`config.mk`:
```
export PLATFORM = sky130hd
export DESIGN_NAME = flash_status_ctrl
export DESIGN_NICKNAME = d
export VERILOG_FILES = /design/src/hdl/flash_status_pkg.sv /design/src/hdl/config_defaults.sv /design/src/hdl/flash_status_ctrl.sv
export SDC_FILE = /design/constraint.sdc
export NUM_CORES = 1
export LEC_CHECK = 0
export BUFFER_PORTS_ARGS = -buffer_cell sky130_fd_sc_hd__buf_2
export CAP_MARGIN = 20
export CORE_MARGIN = 2
export CORE_UTILIZATION = 35
export CTS_BUF_LIST = sky130_fd_sc_hd__clkbuf_8 sky130_fd_sc_hd__clkbuf_16
export DETAILED_ROUTE_END_ITERATION = 12
export GPL_TIMING_DRIVEN = 0
export HOLD_SLACK_MARGIN = 0.08
export PLACE_DENSITY_LB_ADDON = 0.25
export RECOVER_POWER = 50
export SYNTH_ARGS = -nofsm -noshare
export SYNTH_HDL_FRONTEND = slang
export SYNTH_SLANG_ARGS = --single-unit
```
`constraint.sdc`:
```
create_clock -name sys_clk -period 1.62 [get_ports sys_clk]
set_input_delay 0.162 -clock sys_clk [delete_from_list [all_inputs] [get_ports sys_clk]]
set_output_delay 0.162 -clock sys_clk [all_outputs]
set_load 0.01 [all_outputs]
```
`src/hdl/flash_status_pkg.sv`:
```
package flash_status_pkg;
  // ****************************************
  // status word layout
  // ****************************************
  localparam int unsigned STATUS_W = 16;
  localparam int unsigned BIT_CRC_SUSP = 8;
  localparam int unsigned BIT_READY = 7;
  localparam int unsigned BIT_ERASE_SUSP = 6;
  localparam int unsigned BIT_ERASE_FAIL = 5;
  localparam int unsigned BIT_PROG_FAIL = 4;
  localparam int unsigned BIT_BUF_ABORT = 3;
  localparam int unsigned BIT_PROG_SUSP = 2;
  localparam int unsigned BIT_LOCKED = 1;
  localparam int unsigned BIT_ERASE_CHECK = 0;
  localparam logic [STATUS_W-1:0] STATUS_RESET = 16'h0080;
  localparam logic [STATUS_W-1:0] RESULT_MASK = 16'h003B;
  // ****************************************
  // command codes
  // ****************************************
  localparam logic [7:0] CMD_STATUS_READ = 8'h70;
  localparam logic [7:0] CMD_CLEAR_STATUS = 8'h71;
  localparam logic [7:0] CMD_SOFT_RESET = 8'hF0;
  localparam logic [7:0] CMD_ERASE_RESUME = 8'h30;
  localparam logic [7:0] CMD_PROG_RESUME = 8'h31;
  // ****************************************
  // configuration and check-range defaults
  // ****************************************
  localparam int unsigned CFG_W = 16;
  localparam int unsigned CHECK_ADDR_W = 26;
  localparam logic [CFG_W-1:0] PERSIST_CFG_RESET = 16'h8EBB;
  localparam logic [CFG_W-1:0] INT_CFG_RESET = 16'hFFFF;
  localparam logic [CHECK_ADDR_W-1:0] CHECK_ADDR_RESET = 26'h3FFFFFF;
  // ****************************************
  // operation kinds
  // ****************************************
  typedef enum logic [1:0] {
    OP_ERASE,
    OP_PROGRAM,
    OP_CHECK_VALUE,
    OP_ERASE_CHECK
  } op_kind_e;
endpackage : flash_status_pkg

```
`src/hdl/config_defaults.sv`:
```
`timescale 1ns/10ps
module config_defaults (
  input wire logic sys_clk,
  input wire logic srst,
  input wire logic warm_rst,
  input wire logic persist_cfg_load,
  input wire logic working_cfg_load,
  input wire logic int_cfg_load,
  input wire logic check_start_load,
  input wire logic check_end_load,
  input wire logic [flash_status_pkg::CFG_W-1:0] cfg_wdata,
  input wire logic [flash_status_pkg::CHECK_ADDR_W-1:0] addr_wdata,
  output logic [flash_status_pkg::CFG_W-1:0] persistent_config_word,
  output logic [flash_status_pkg::CFG_W-1:0] working_config_word,
  output logic [flash_status_pkg::CFG_W-1:0] interrupt_config_word,
  output logic [flash_status_pkg::CHECK_ADDR_W-1:0] check_start_address,
  output logic [flash_status_pkg::CHECK_ADDR_W-1:0] check_end_address
);
  // persistent word survives warm reset; only a cold reset models power-up
  always_ff @(posedge sys_clk) begin
    if (srst) begin
      persistent_config_word <= flash_status_pkg::PERSIST_CFG_RESET;
    end else if (persist_cfg_load) begin
      persistent_config_word <= cfg_wdata;
    end
  end

  always_ff @(posedge sys_clk) begin
    if (srst) begin
      working_config_word <= flash_status_pkg::PERSIST_CFG_RESET;
    end else if (warm_rst) begin
      working_config_word <= persistent_config_word;
    end else if (working_cfg_load) begin
      working_config_word <= cfg_wdata;
    end
  end

  always_ff @(posedge sys_clk) begin
    if (srst || warm_rst) begin
      interrupt_config_word <= flash_status_pkg::INT_CFG_RESET;
      check_start_address <= flash_status_pkg::CHECK_ADDR_RESET;
      check_end_address <= flash_status_pkg::CHECK_ADDR_RESET;
    end else begin
      if (int_cfg_load) begin
        interrupt_config_word <= cfg_wdata;
      end
      if (check_start_load) begin
        check_start_address <= addr_wdata;
      end
      if (check_end_load) begin
        check_end_address <= addr_wdata;
      end
    end
  end
endmodule : config_defaults

```
`src/hdl/flash_status_ctrl.sv`:
```
`timescale 1ns/10ps
// Summary of operation
// - one 16-bit status word, read by status command then one read access
// - next read after status command returns status; then array reads resume
// - ready flag bit 7 is 0 while an algorithm runs, else 1; after crc_resume the code keeps it 1
// - bits 8 and 6:0 only meaningful while ready; host ignores them when busy
// - clear-status and software reset zero bits 5,4,3,1,0 only
// - cold or warm reset gives status word 0080h
// - bit 5 shows failure of most recent erase
// - bit 4 shows failure of most recent program
// - bit 3 set when program aborted during buffer load sequence
// - bit 6 set while erase suspended, cleared by erase resume
// - bit 2 set while program suspended, cleared by program resume
// - bit 8 set while check-value suspended; only array reads allowed then
// - bit 1 set when last program or erase hit a protected region
// - bit 0 holds erase check command result
// - program to suspended sector during erase suspend fails, sets bit 4
// - erase during erase suspend fails, sets bit 5
// - program or erase during program suspend fails, sets bit 4 or 5
// - working config loads persistent config at reset; persistent default 8EBBh
// - check start/end addresses 26 bits reset 3FFFFFFh; interrupt config FFFFh
module flash_status_ctrl (
  input wire logic sys_clk,
  input wire logic srst,
  input wire logic warm_rst,
  input wire logic cmd_valid,
  input wire logic [7:0] cmd_code,
  input wire logic rd_req,
  input wire logic [flash_status_pkg::STATUS_W-1:0] array_rdata,
  input wire logic op_req,
  input wire flash_status_pkg::op_kind_e op_kind,
  input wire logic op_in_susp_sector,
  input wire logic alg_done,
  input wire logic done_fail,
  input wire logic done_abort,
  input wire logic done_locked,
  input wire logic done_check_ok,
  input wire logic erase_susp_done,
  input wire logic prog_susp_done,
  input wire logic crc_susp_done,
  input wire logic crc_resume,
  input wire logic persist_cfg_load,
  input wire logic working_cfg_load,
  input wire logic int_cfg_load,
  input wire logic check_start_load,
  input wire logic check_end_load,
  input wire logic [flash_status_pkg::CFG_W-1:0] cfg_wdata,
  input wire logic [flash_status_pkg::CHECK_ADDR_W-1:0] addr_wdata,
  output logic [flash_status_pkg::STATUS_W-1:0] rd_data_r,
  output logic rd_valid_r,
  output logic op_grant_r,
  output logic op_reject_r,
  output logic [flash_status_pkg::STATUS_W-1:0] algorithm_status_word,
  output logic [flash_status_pkg::CFG_W-1:0] persistent_config_word,
  output logic [flash_status_pkg::CFG_W-1:0] working_config_word,
  output logic [flash_status_pkg::CFG_W-1:0] interrupt_config_word,
  output logic [flash_status_pkg::CHECK_ADDR_W-1:0] check_start_address,
  output logic [flash_status_pkg::CHECK_ADDR_W-1:0] check_end_address
);
  // ****************************************
  // command decode
  // ****************************************
  logic any_rst, cmd_status, cmd_clear, cmd_erase_resume, cmd_prog_resume;
  logic embedded_algorithm_run, erase_suspended_flag, program_suspended_flag;
  logic crc_suspended_flag, erase_fail_flag, program_fail_flag, buffer_abort_flag;
  logic locked_target_flag, sector_erase_check_flag, overlay_space, rej_prog, rej_erase;
  logic rej_other, reject_now, grant_now, erase_resume_ok, prog_resume_ok;
  flash_status_pkg::op_kind_e run_kind_r;
  logic [flash_status_pkg::STATUS_W-1:0] status_now;

  assign any_rst = srst || warm_rst;
  assign cmd_status = cmd_valid && cmd_code == flash_status_pkg::CMD_STATUS_READ;
  assign cmd_clear = cmd_valid && (cmd_code == flash_status_pkg::CMD_CLEAR_STATUS
    || cmd_code == flash_status_pkg::CMD_SOFT_RESET);
  assign cmd_erase_resume = cmd_valid && cmd_code == flash_status_pkg::CMD_ERASE_RESUME;
  assign cmd_prog_resume = cmd_valid && cmd_code == flash_status_pkg::CMD_PROG_RESUME;
  // a resume while an algorithm is already running is ignored
  assign erase_resume_ok = cmd_erase_resume && erase_suspended_flag && !embedded_algorithm_run;
  assign prog_resume_ok = cmd_prog_resume && program_suspended_flag && !embedded_algorithm_run;

  // ****************************************
  // operation admission
  // ****************************************
  assign rej_prog = op_kind == flash_status_pkg::OP_PROGRAM
    && ((erase_suspended_flag && op_in_susp_sector) || program_suspended_flag);
  assign rej_erase = op_kind == flash_status_pkg::OP_ERASE
    && (erase_suspended_flag || program_suspended_flag);
  // a suspended check-value run leaves only array reads available
  assign rej_other = crc_suspended_flag || embedded_algorithm_run;
  assign reject_now = op_req && (rej_prog || rej_erase || rej_other);
  assign grant_now = op_req && !reject_now;

  always_ff @(posedge sys_clk) begin
    if (any_rst) begin
      op_grant_r <= 1'b0;
      op_reject_r <= 1'b0;
    end else begin
      op_grant_r <= grant_now;
      op_reject_r <= reject_now;
    end
  end

  always_ff @(posedge sys_clk) begin
    if (any_rst) begin
      run_kind_r <= flash_status_pkg::OP_ERASE;
    end else if (grant_now) begin
      run_kind_r <= op_kind;
    end else if (erase_resume_ok) begin
      run_kind_r <= flash_status_pkg::OP_ERASE;
    end else if (prog_resume_ok) begin
      run_kind_r <= flash_status_pkg::OP_PROGRAM;
    end
  end

  // ****************************************
  // state flags
  // ****************************************
  always_ff @(posedge sys_clk) begin
    if (any_rst) begin
      embedded_algorithm_run <= 1'b0;
    end else if (grant_now || erase_resume_ok || prog_resume_ok) begin
      embedded_algorithm_run <= 1'b1;
    end else if (alg_done || erase_susp_done || prog_susp_done || crc_susp_done) begin
      embedded_algorithm_run <= 1'b0;
    end
  end

  always_ff @(posedge sys_clk) begin
    if (any_rst) begin
      erase_suspended_flag <= 1'b0;
    end else if (erase_susp_done) begin
      erase_suspended_flag <= 1'b1;
    end else if (erase_resume_ok) begin
      erase_suspended_flag <= 1'b0;
    end
  end

  always_ff @(posedge sys_clk) begin
    if (any_rst) begin
      program_suspended_flag <= 1'b0;
    end else if (prog_susp_done) begin
      program_suspended_flag <= 1'b1;
    end else if (prog_resume_ok) begin
      program_suspended_flag <= 1'b0;
    end
  end

  always_ff @(posedge sys_clk) begin
    if (any_rst) begin
      crc_suspended_flag <= 1'b0;
    end else if (crc_susp_done) begin
      crc_suspended_flag <= 1'b1;
    end else if (crc_resume) begin
      crc_suspended_flag <= 1'b0;
    end
  end

  // ****************************************
  // result flags
  // ****************************************
  // a completion or rejection in the clear cycle overrides the clear
  always_ff @(posedge sys_clk) begin
    if (any_rst) begin
      erase_fail_flag <= 1'b0;
    end else if (reject_now && rej_erase) begin
      erase_fail_flag <= 1'b1;
    end else if (alg_done && run_kind_r == flash_status_pkg::OP_ERASE) begin
      erase_fail_flag <= done_fail;
    end else if (cmd_clear) begin
      erase_fail_flag <= 1'b0;
    end
  end

  always_ff @(posedge sys_clk) begin
    if (any_rst) begin
      program_fail_flag <= 1'b0;
    end else if (reject_now && rej_prog) begin
      program_fail_flag <= 1'b1;
    end else if (alg_done && run_kind_r == flash_status_pkg::OP_PROGRAM) begin
      program_fail_flag <= done_fail;
    end else if (cmd_clear) begin
      program_fail_flag <= 1'b0;
    end
  end

  always_ff @(posedge sys_clk) begin
    if (any_rst) begin
      buffer_abort_flag <= 1'b0;
    end else if (alg_done && run_kind_r == flash_status_pkg::OP_PROGRAM) begin
      buffer_abort_flag <= done_abort;
    end else if (cmd_clear) begin
      buffer_abort_flag <= 1'b0;
    end
  end

  always_ff @(posedge sys_clk) begin
    if (any_rst) begin
      locked_target_flag <= 1'b0;
    end else if (alg_done && (run_kind_r == flash_status_pkg::OP_PROGRAM
        || run_kind_r == flash_status_pkg::OP_ERASE)) begin
      locked_target_flag <= done_locked;
    end else if (cmd_clear) begin
      locked_target_flag <= 1'b0;
    end
  end

  always_ff @(posedge sys_clk) begin
    if (any_rst) begin
      sector_erase_check_flag <= 1'b0;
    end else if (alg_done && run_kind_r == flash_status_pkg::OP_ERASE_CHECK) begin
      sector_erase_check_flag <= done_check_ok;
    end else if (cmd_clear) begin
      sector_erase_check_flag <= 1'b0;
    end
  end

  // ****************************************
  // status word and overlay read
  // ****************************************
  // reserved bits 15:9 read zero so successive reads stay stable
  always_comb begin
    status_now = '0;
    status_now[flash_status_pkg::BIT_CRC_SUSP] = crc_suspended_flag;
    status_now[flash_status_pkg::BIT_READY] = !embedded_algorithm_run;
    status_now[flash_status_pkg::BIT_ERASE_SUSP] = erase_suspended_flag;
    status_now[flash_status_pkg::BIT_ERASE_FAIL] = erase_fail_flag;
    status_now[flash_status_pkg::BIT_PROG_FAIL] = program_fail_flag;
    status_now[flash_status_pkg::BIT_BUF_ABORT] = buffer_abort_flag;
    status_now[flash_status_pkg::BIT_PROG_SUSP] = program_suspended_flag;
    status_now[flash_status_pkg::BIT_LOCKED] = locked_target_flag;
    status_now[flash_status_pkg::BIT_ERASE_CHECK] = sector_erase_check_flag;
  end

  // flags stay visible while busy; the host must not trust them then
  always_ff @(posedge sys_clk) begin
    if (any_rst) begin
      algorithm_status_word <= flash_status_pkg::STATUS_RESET;
    end else begin
      algorithm_status_word <= status_now;
    end
  end

  always_ff @(posedge sys_clk) begin
    if (any_rst) begin
      overlay_space <= 1'b0;
    end else if (cmd_status) begin
      overlay_space <= 1'b1;
    end else if (rd_req) begin
      overlay_space <= 1'b0;
    end
  end

  always_ff @(posedge sys_clk) begin
    if (any_rst) begin
      rd_valid_r <= 1'b0;
      rd_data_r <= '0;
    end else begin
      rd_valid_r <= rd_req;
      if (rd_req) begin
        rd_data_r <= overlay_space ? status_now : array_rdata;
      end
    end
  end

  config_defaults u_cfg (
    .sys_clk(sys_clk),
    .srst(srst),
    .warm_rst(warm_rst),
    .persist_cfg_load(persist_cfg_load),
    .working_cfg_load(working_cfg_load),
    .int_cfg_load(int_cfg_load),
    .check_start_load(check_start_load),
    .check_end_load(check_end_load),
    .cfg_wdata(cfg_wdata),
    .addr_wdata(addr_wdata),
    .persistent_config_word(persistent_config_word),
    .working_config_word(working_config_word),
    .interrupt_config_word(interrupt_config_word),
    .check_start_address(check_start_address),
    .check_end_address(check_end_address)
  );
endmodule : flash_status_ctrl

```
==> out/qor.csv <==
metric,value,unit
status,"complete, no violations",
Final HPWL DP,11000,um
total gr overflow,0,
antenna-violating nets left,0,
Die Wd,128,um
Max-Slew Margin vs Limit,55.6,%
largest family of logic cells by synthesized area,multiplexers,
core box area,15100,um2
TNS Setup,0,ns
PwrDens,1060,nW/um2
Synth area leader,dfxtp_1,
vias,4836,
drt total wl,15100,um
synth top area cells,"dfxtp_1 52%, mux2i_1 18%, nand2_1 5.1%",
CTS max path bufs,2,
Post-Syn Instances,533,
clock share of power,44.1,%
top-count cell post-synth,dfxtp_1,
H-tree depth,4,
Remaining DRCs,0,
min Tclk post-route,1.39,ns
Synth Area in XOR/XNOR,0.162,%
Yosys top cell area share,51.8,%
FP Rows,45,
"Req. time, crit path",1.98,ns
Clock Root Buffer,clkbuf_16,
Area Overhead vs Synth,44.0,%
grt met2 use,31.3,%
category of the most critical setup path,in -> reg,
final max-slew violation count,0,
vias in the first global route,4912,
Flop pwr share,44.2,%
vias per inst,4.68,
RSZ-0062 raised after global routing,false,
CTS tree,yes,
final setup fails,0,
CP Launch Point,srst,
Adder-Cell Fraction of Synth Area,0,%
CTS buffer count,17,
Pre-antenna DRT Iters,5,
Die H,128,um
GRT Resource Usage Total,18.2,%
GRT met1 Usage,21.4,%
first-pass GRT wire length,23600,um
Fill cells,1439,
Final period util,85.8,%
Hold Startpoint,array_rdata[5],
Gate power share,11.7,%
pin count of the biggest net entering global routing,17,
sequential area share after synthesis,51.8,%
antenna cells,0,
most frequent cells after synthesis,"140 x dfxtp_1, 99 x mux2i_1, 73 x nand2_1, 42 x nor2_1, 24 x a21oi_1",
startpoint types,input port,
P_int,0.00634,W
Ys Warns,0,
layout cell share with drive strength beyond 1,18.6,%
Worst-Skew Late Latency,0.41,ns
"Avg Cell Area, Syn",10.2,um2
HP Class,in -> reg,
RD Place Congestion,0.810,
VDD IR-drop max,634,uV
"Async S/R FF share, synth",0,%
Least-Margin Pin Slew,0.666,ns
Max Freq,719,MHz
simple-gate share of the synthesized area,16.3,%
final setup skew,0.00431,ns
setup bufs post-CTS,0,
Port Buffers,209,
R2R Path Start,overlay_space$_SDFFE_PP0P_,
"EDFF count, synth",0,
"Clk pin slew, worst setup/hold paths",0.06,ns
Worst EP arrival,1.75,ns
CTS Sinks,140,
primary flip-flop cell chosen by synthesis mapping,dfxtp_1,
Final Hold Viols,0,
grt peak-use layer,met2,
Mapped Area,5410,um2
Die Area,16500,um2
post-synthesis register bit count,140,
Unique masters post-synth,39,
# IOs,224,
switching portion of total power,23.6,%
MaxCap Viol Count,0,
Synth Area in Compound Gates,6.26,%
met3 usage,4.70,%
initial antenna violation count,0,
post-synthesis mux area share,20.4,%
P_leak,3.34,nW
critical path capture point type,flop,
Max Fanout on Critical Path,10,
Initial Utilization,35.7,%
Initial DRC Count,142,
routed len/inst,14.6,um
post-layout util,51.5,%
# nets final,923,
Net Switching,0.00196,W
[cell type report]
class | count | area, um2 | share of cell area [%]
plain buffers | 42 | 262 | 3.36
clock buffers | 22 | 494 | 6.34
clock inverters | 9 | 71.3 | 0.915
inverters | 3 | 11.3 | 0.144
multi-input cells | 354 | 2360 | 30.3
flip-flops and latches | 140 | 2800 | 36.0
well taps | 188 | 235 | 3.02
repair buffers | 276 | 1560 | 20.0
[critical path, stage by stage]
cell	delay, ns
dlygate4sd3_1	0.54
buf_2	0.18
nor2_2	0.28
clkbuf_1	0.37
and3_1	0.22
[power by group through the flow]
stage / sequential, W / combinational (W) / clock (W)
floorplan: 0.00378 / 0.000450 / 0
global placement: 0.00373 / 0.000853 / 0
detailed placement: 0.00373 / 0.000878 / 0
CTS: 0.00366 / 0.00100 / 0.00375
global route: 0.00368 / 0.00106 / 0.00390
finish: 0.00367 / 0.000966 / 0.00366
[worst paths after layout]
kind | end | slack (ns) | cells past startpoint
worst max register to register | rd_data_r[1]$_SDFFE_PP0P_ | 0.24 | 3
worst min register to register | algorithm_status_word[7]$_SDFF_PP1_ | 0.47 | 1
worst max-delay path | op_grant_r$_SDFF_PP0_ | 0.23 | 5
worst min-delay path | rd_data_r[5]$_SDFFE_PP0P_ | 0.1 | 3
[cell families (layout without fill, tap and decap cells)]
kind of cell    Yosys count  after routing
compound gates           51             51
xor+xnor                  1              1
buf+inv                  45            352
flops                   140            140
mux                     109            109
other cells               1              7
simple gates            186            186
[state kept, by name (all words and copies together), names as in the netlist, 2 cells and up]
| signal | cells |
|---|---|
| algorithm_status_word | 9 |
| rd_data_r | 16 |
| u_cfg.persistent_config_word | 16 |
| u_cfg.interrupt_config_word | 16 |
| u_cfg.check_end_address | 26 |
| u_cfg.check_start_address | 26 |
| run_kind_r | 2 |
| u_cfg.working_config_word | 16 |
[layer usage]
layer | vias up | wire length [um] | share of wire (%)
met1 | 2240 | 6590 | 44
met5 | - | 0 | 0
met2 | 160 | 7210 | 48
met3 | 31 | 867 | 5.8
li1 | 2405 | - | -
met4 | 0 | 391 | 2.6
[layout by cell type (no fill, tap or decap), types with 2 or more instances in the layout]
cell type        n
a211o_1         10
a211oi_1         8
a21oi_1         24
a31oi_1          3
and2_1          10
buf_2           97
buf_4           12
buf_6            5
clkbuf_1       134
clkbuf_16       17
clkbuf_2         2
clkbuf_8         5
clkinv_2         3
clkinvlp_4       2
conb_1           7
dfxtp_1        140
dlygate4sd3_1   67
inv_1            6
mux2_2          10
mux2i_1         99
nand2_1         73
nand2b_1        14
nand3_1          9
nand3b_1         2
nand4_1          5
nor2_1          42
nor2b_1         21
o2111ai_1        2
[through the flow]
| step | hold WS (ns) | std cells | setup slack [ns] | area, um2 | total power, W |
|---|---|---|---|---|---|
| after global placement | 0.384 | 936 | 0.270 | 6720 | 0.00458 |
| after detailed placement | 0.399 | 936 | 0.185 | 6720 | 0.00461 |
| after global routing | 0.110 | 1034 | 0.126 | 7790 | 0.00864 |
| after floorplan | 0.276 | 539 | 0.562 | 5440 | 0.00423 |
| after CTS | 0.0830 | 1034 | 0.107 | 7950 | 0.00841 |
| final | 0.0979 | 1034 | 0.229 | 7790 | 0.00829 |
[timing repair]
| action | 4_1_cts | 5_1_grt |
|---|---|---|
| gates resized for setup | 0 | 2 |
| hold buffers | 67 | 0 |
| hold endpoints to repair | 108 | 0 |
| endpoints found under the setup margin | 0 | 3 |
(Power assumes the default switching activity.)
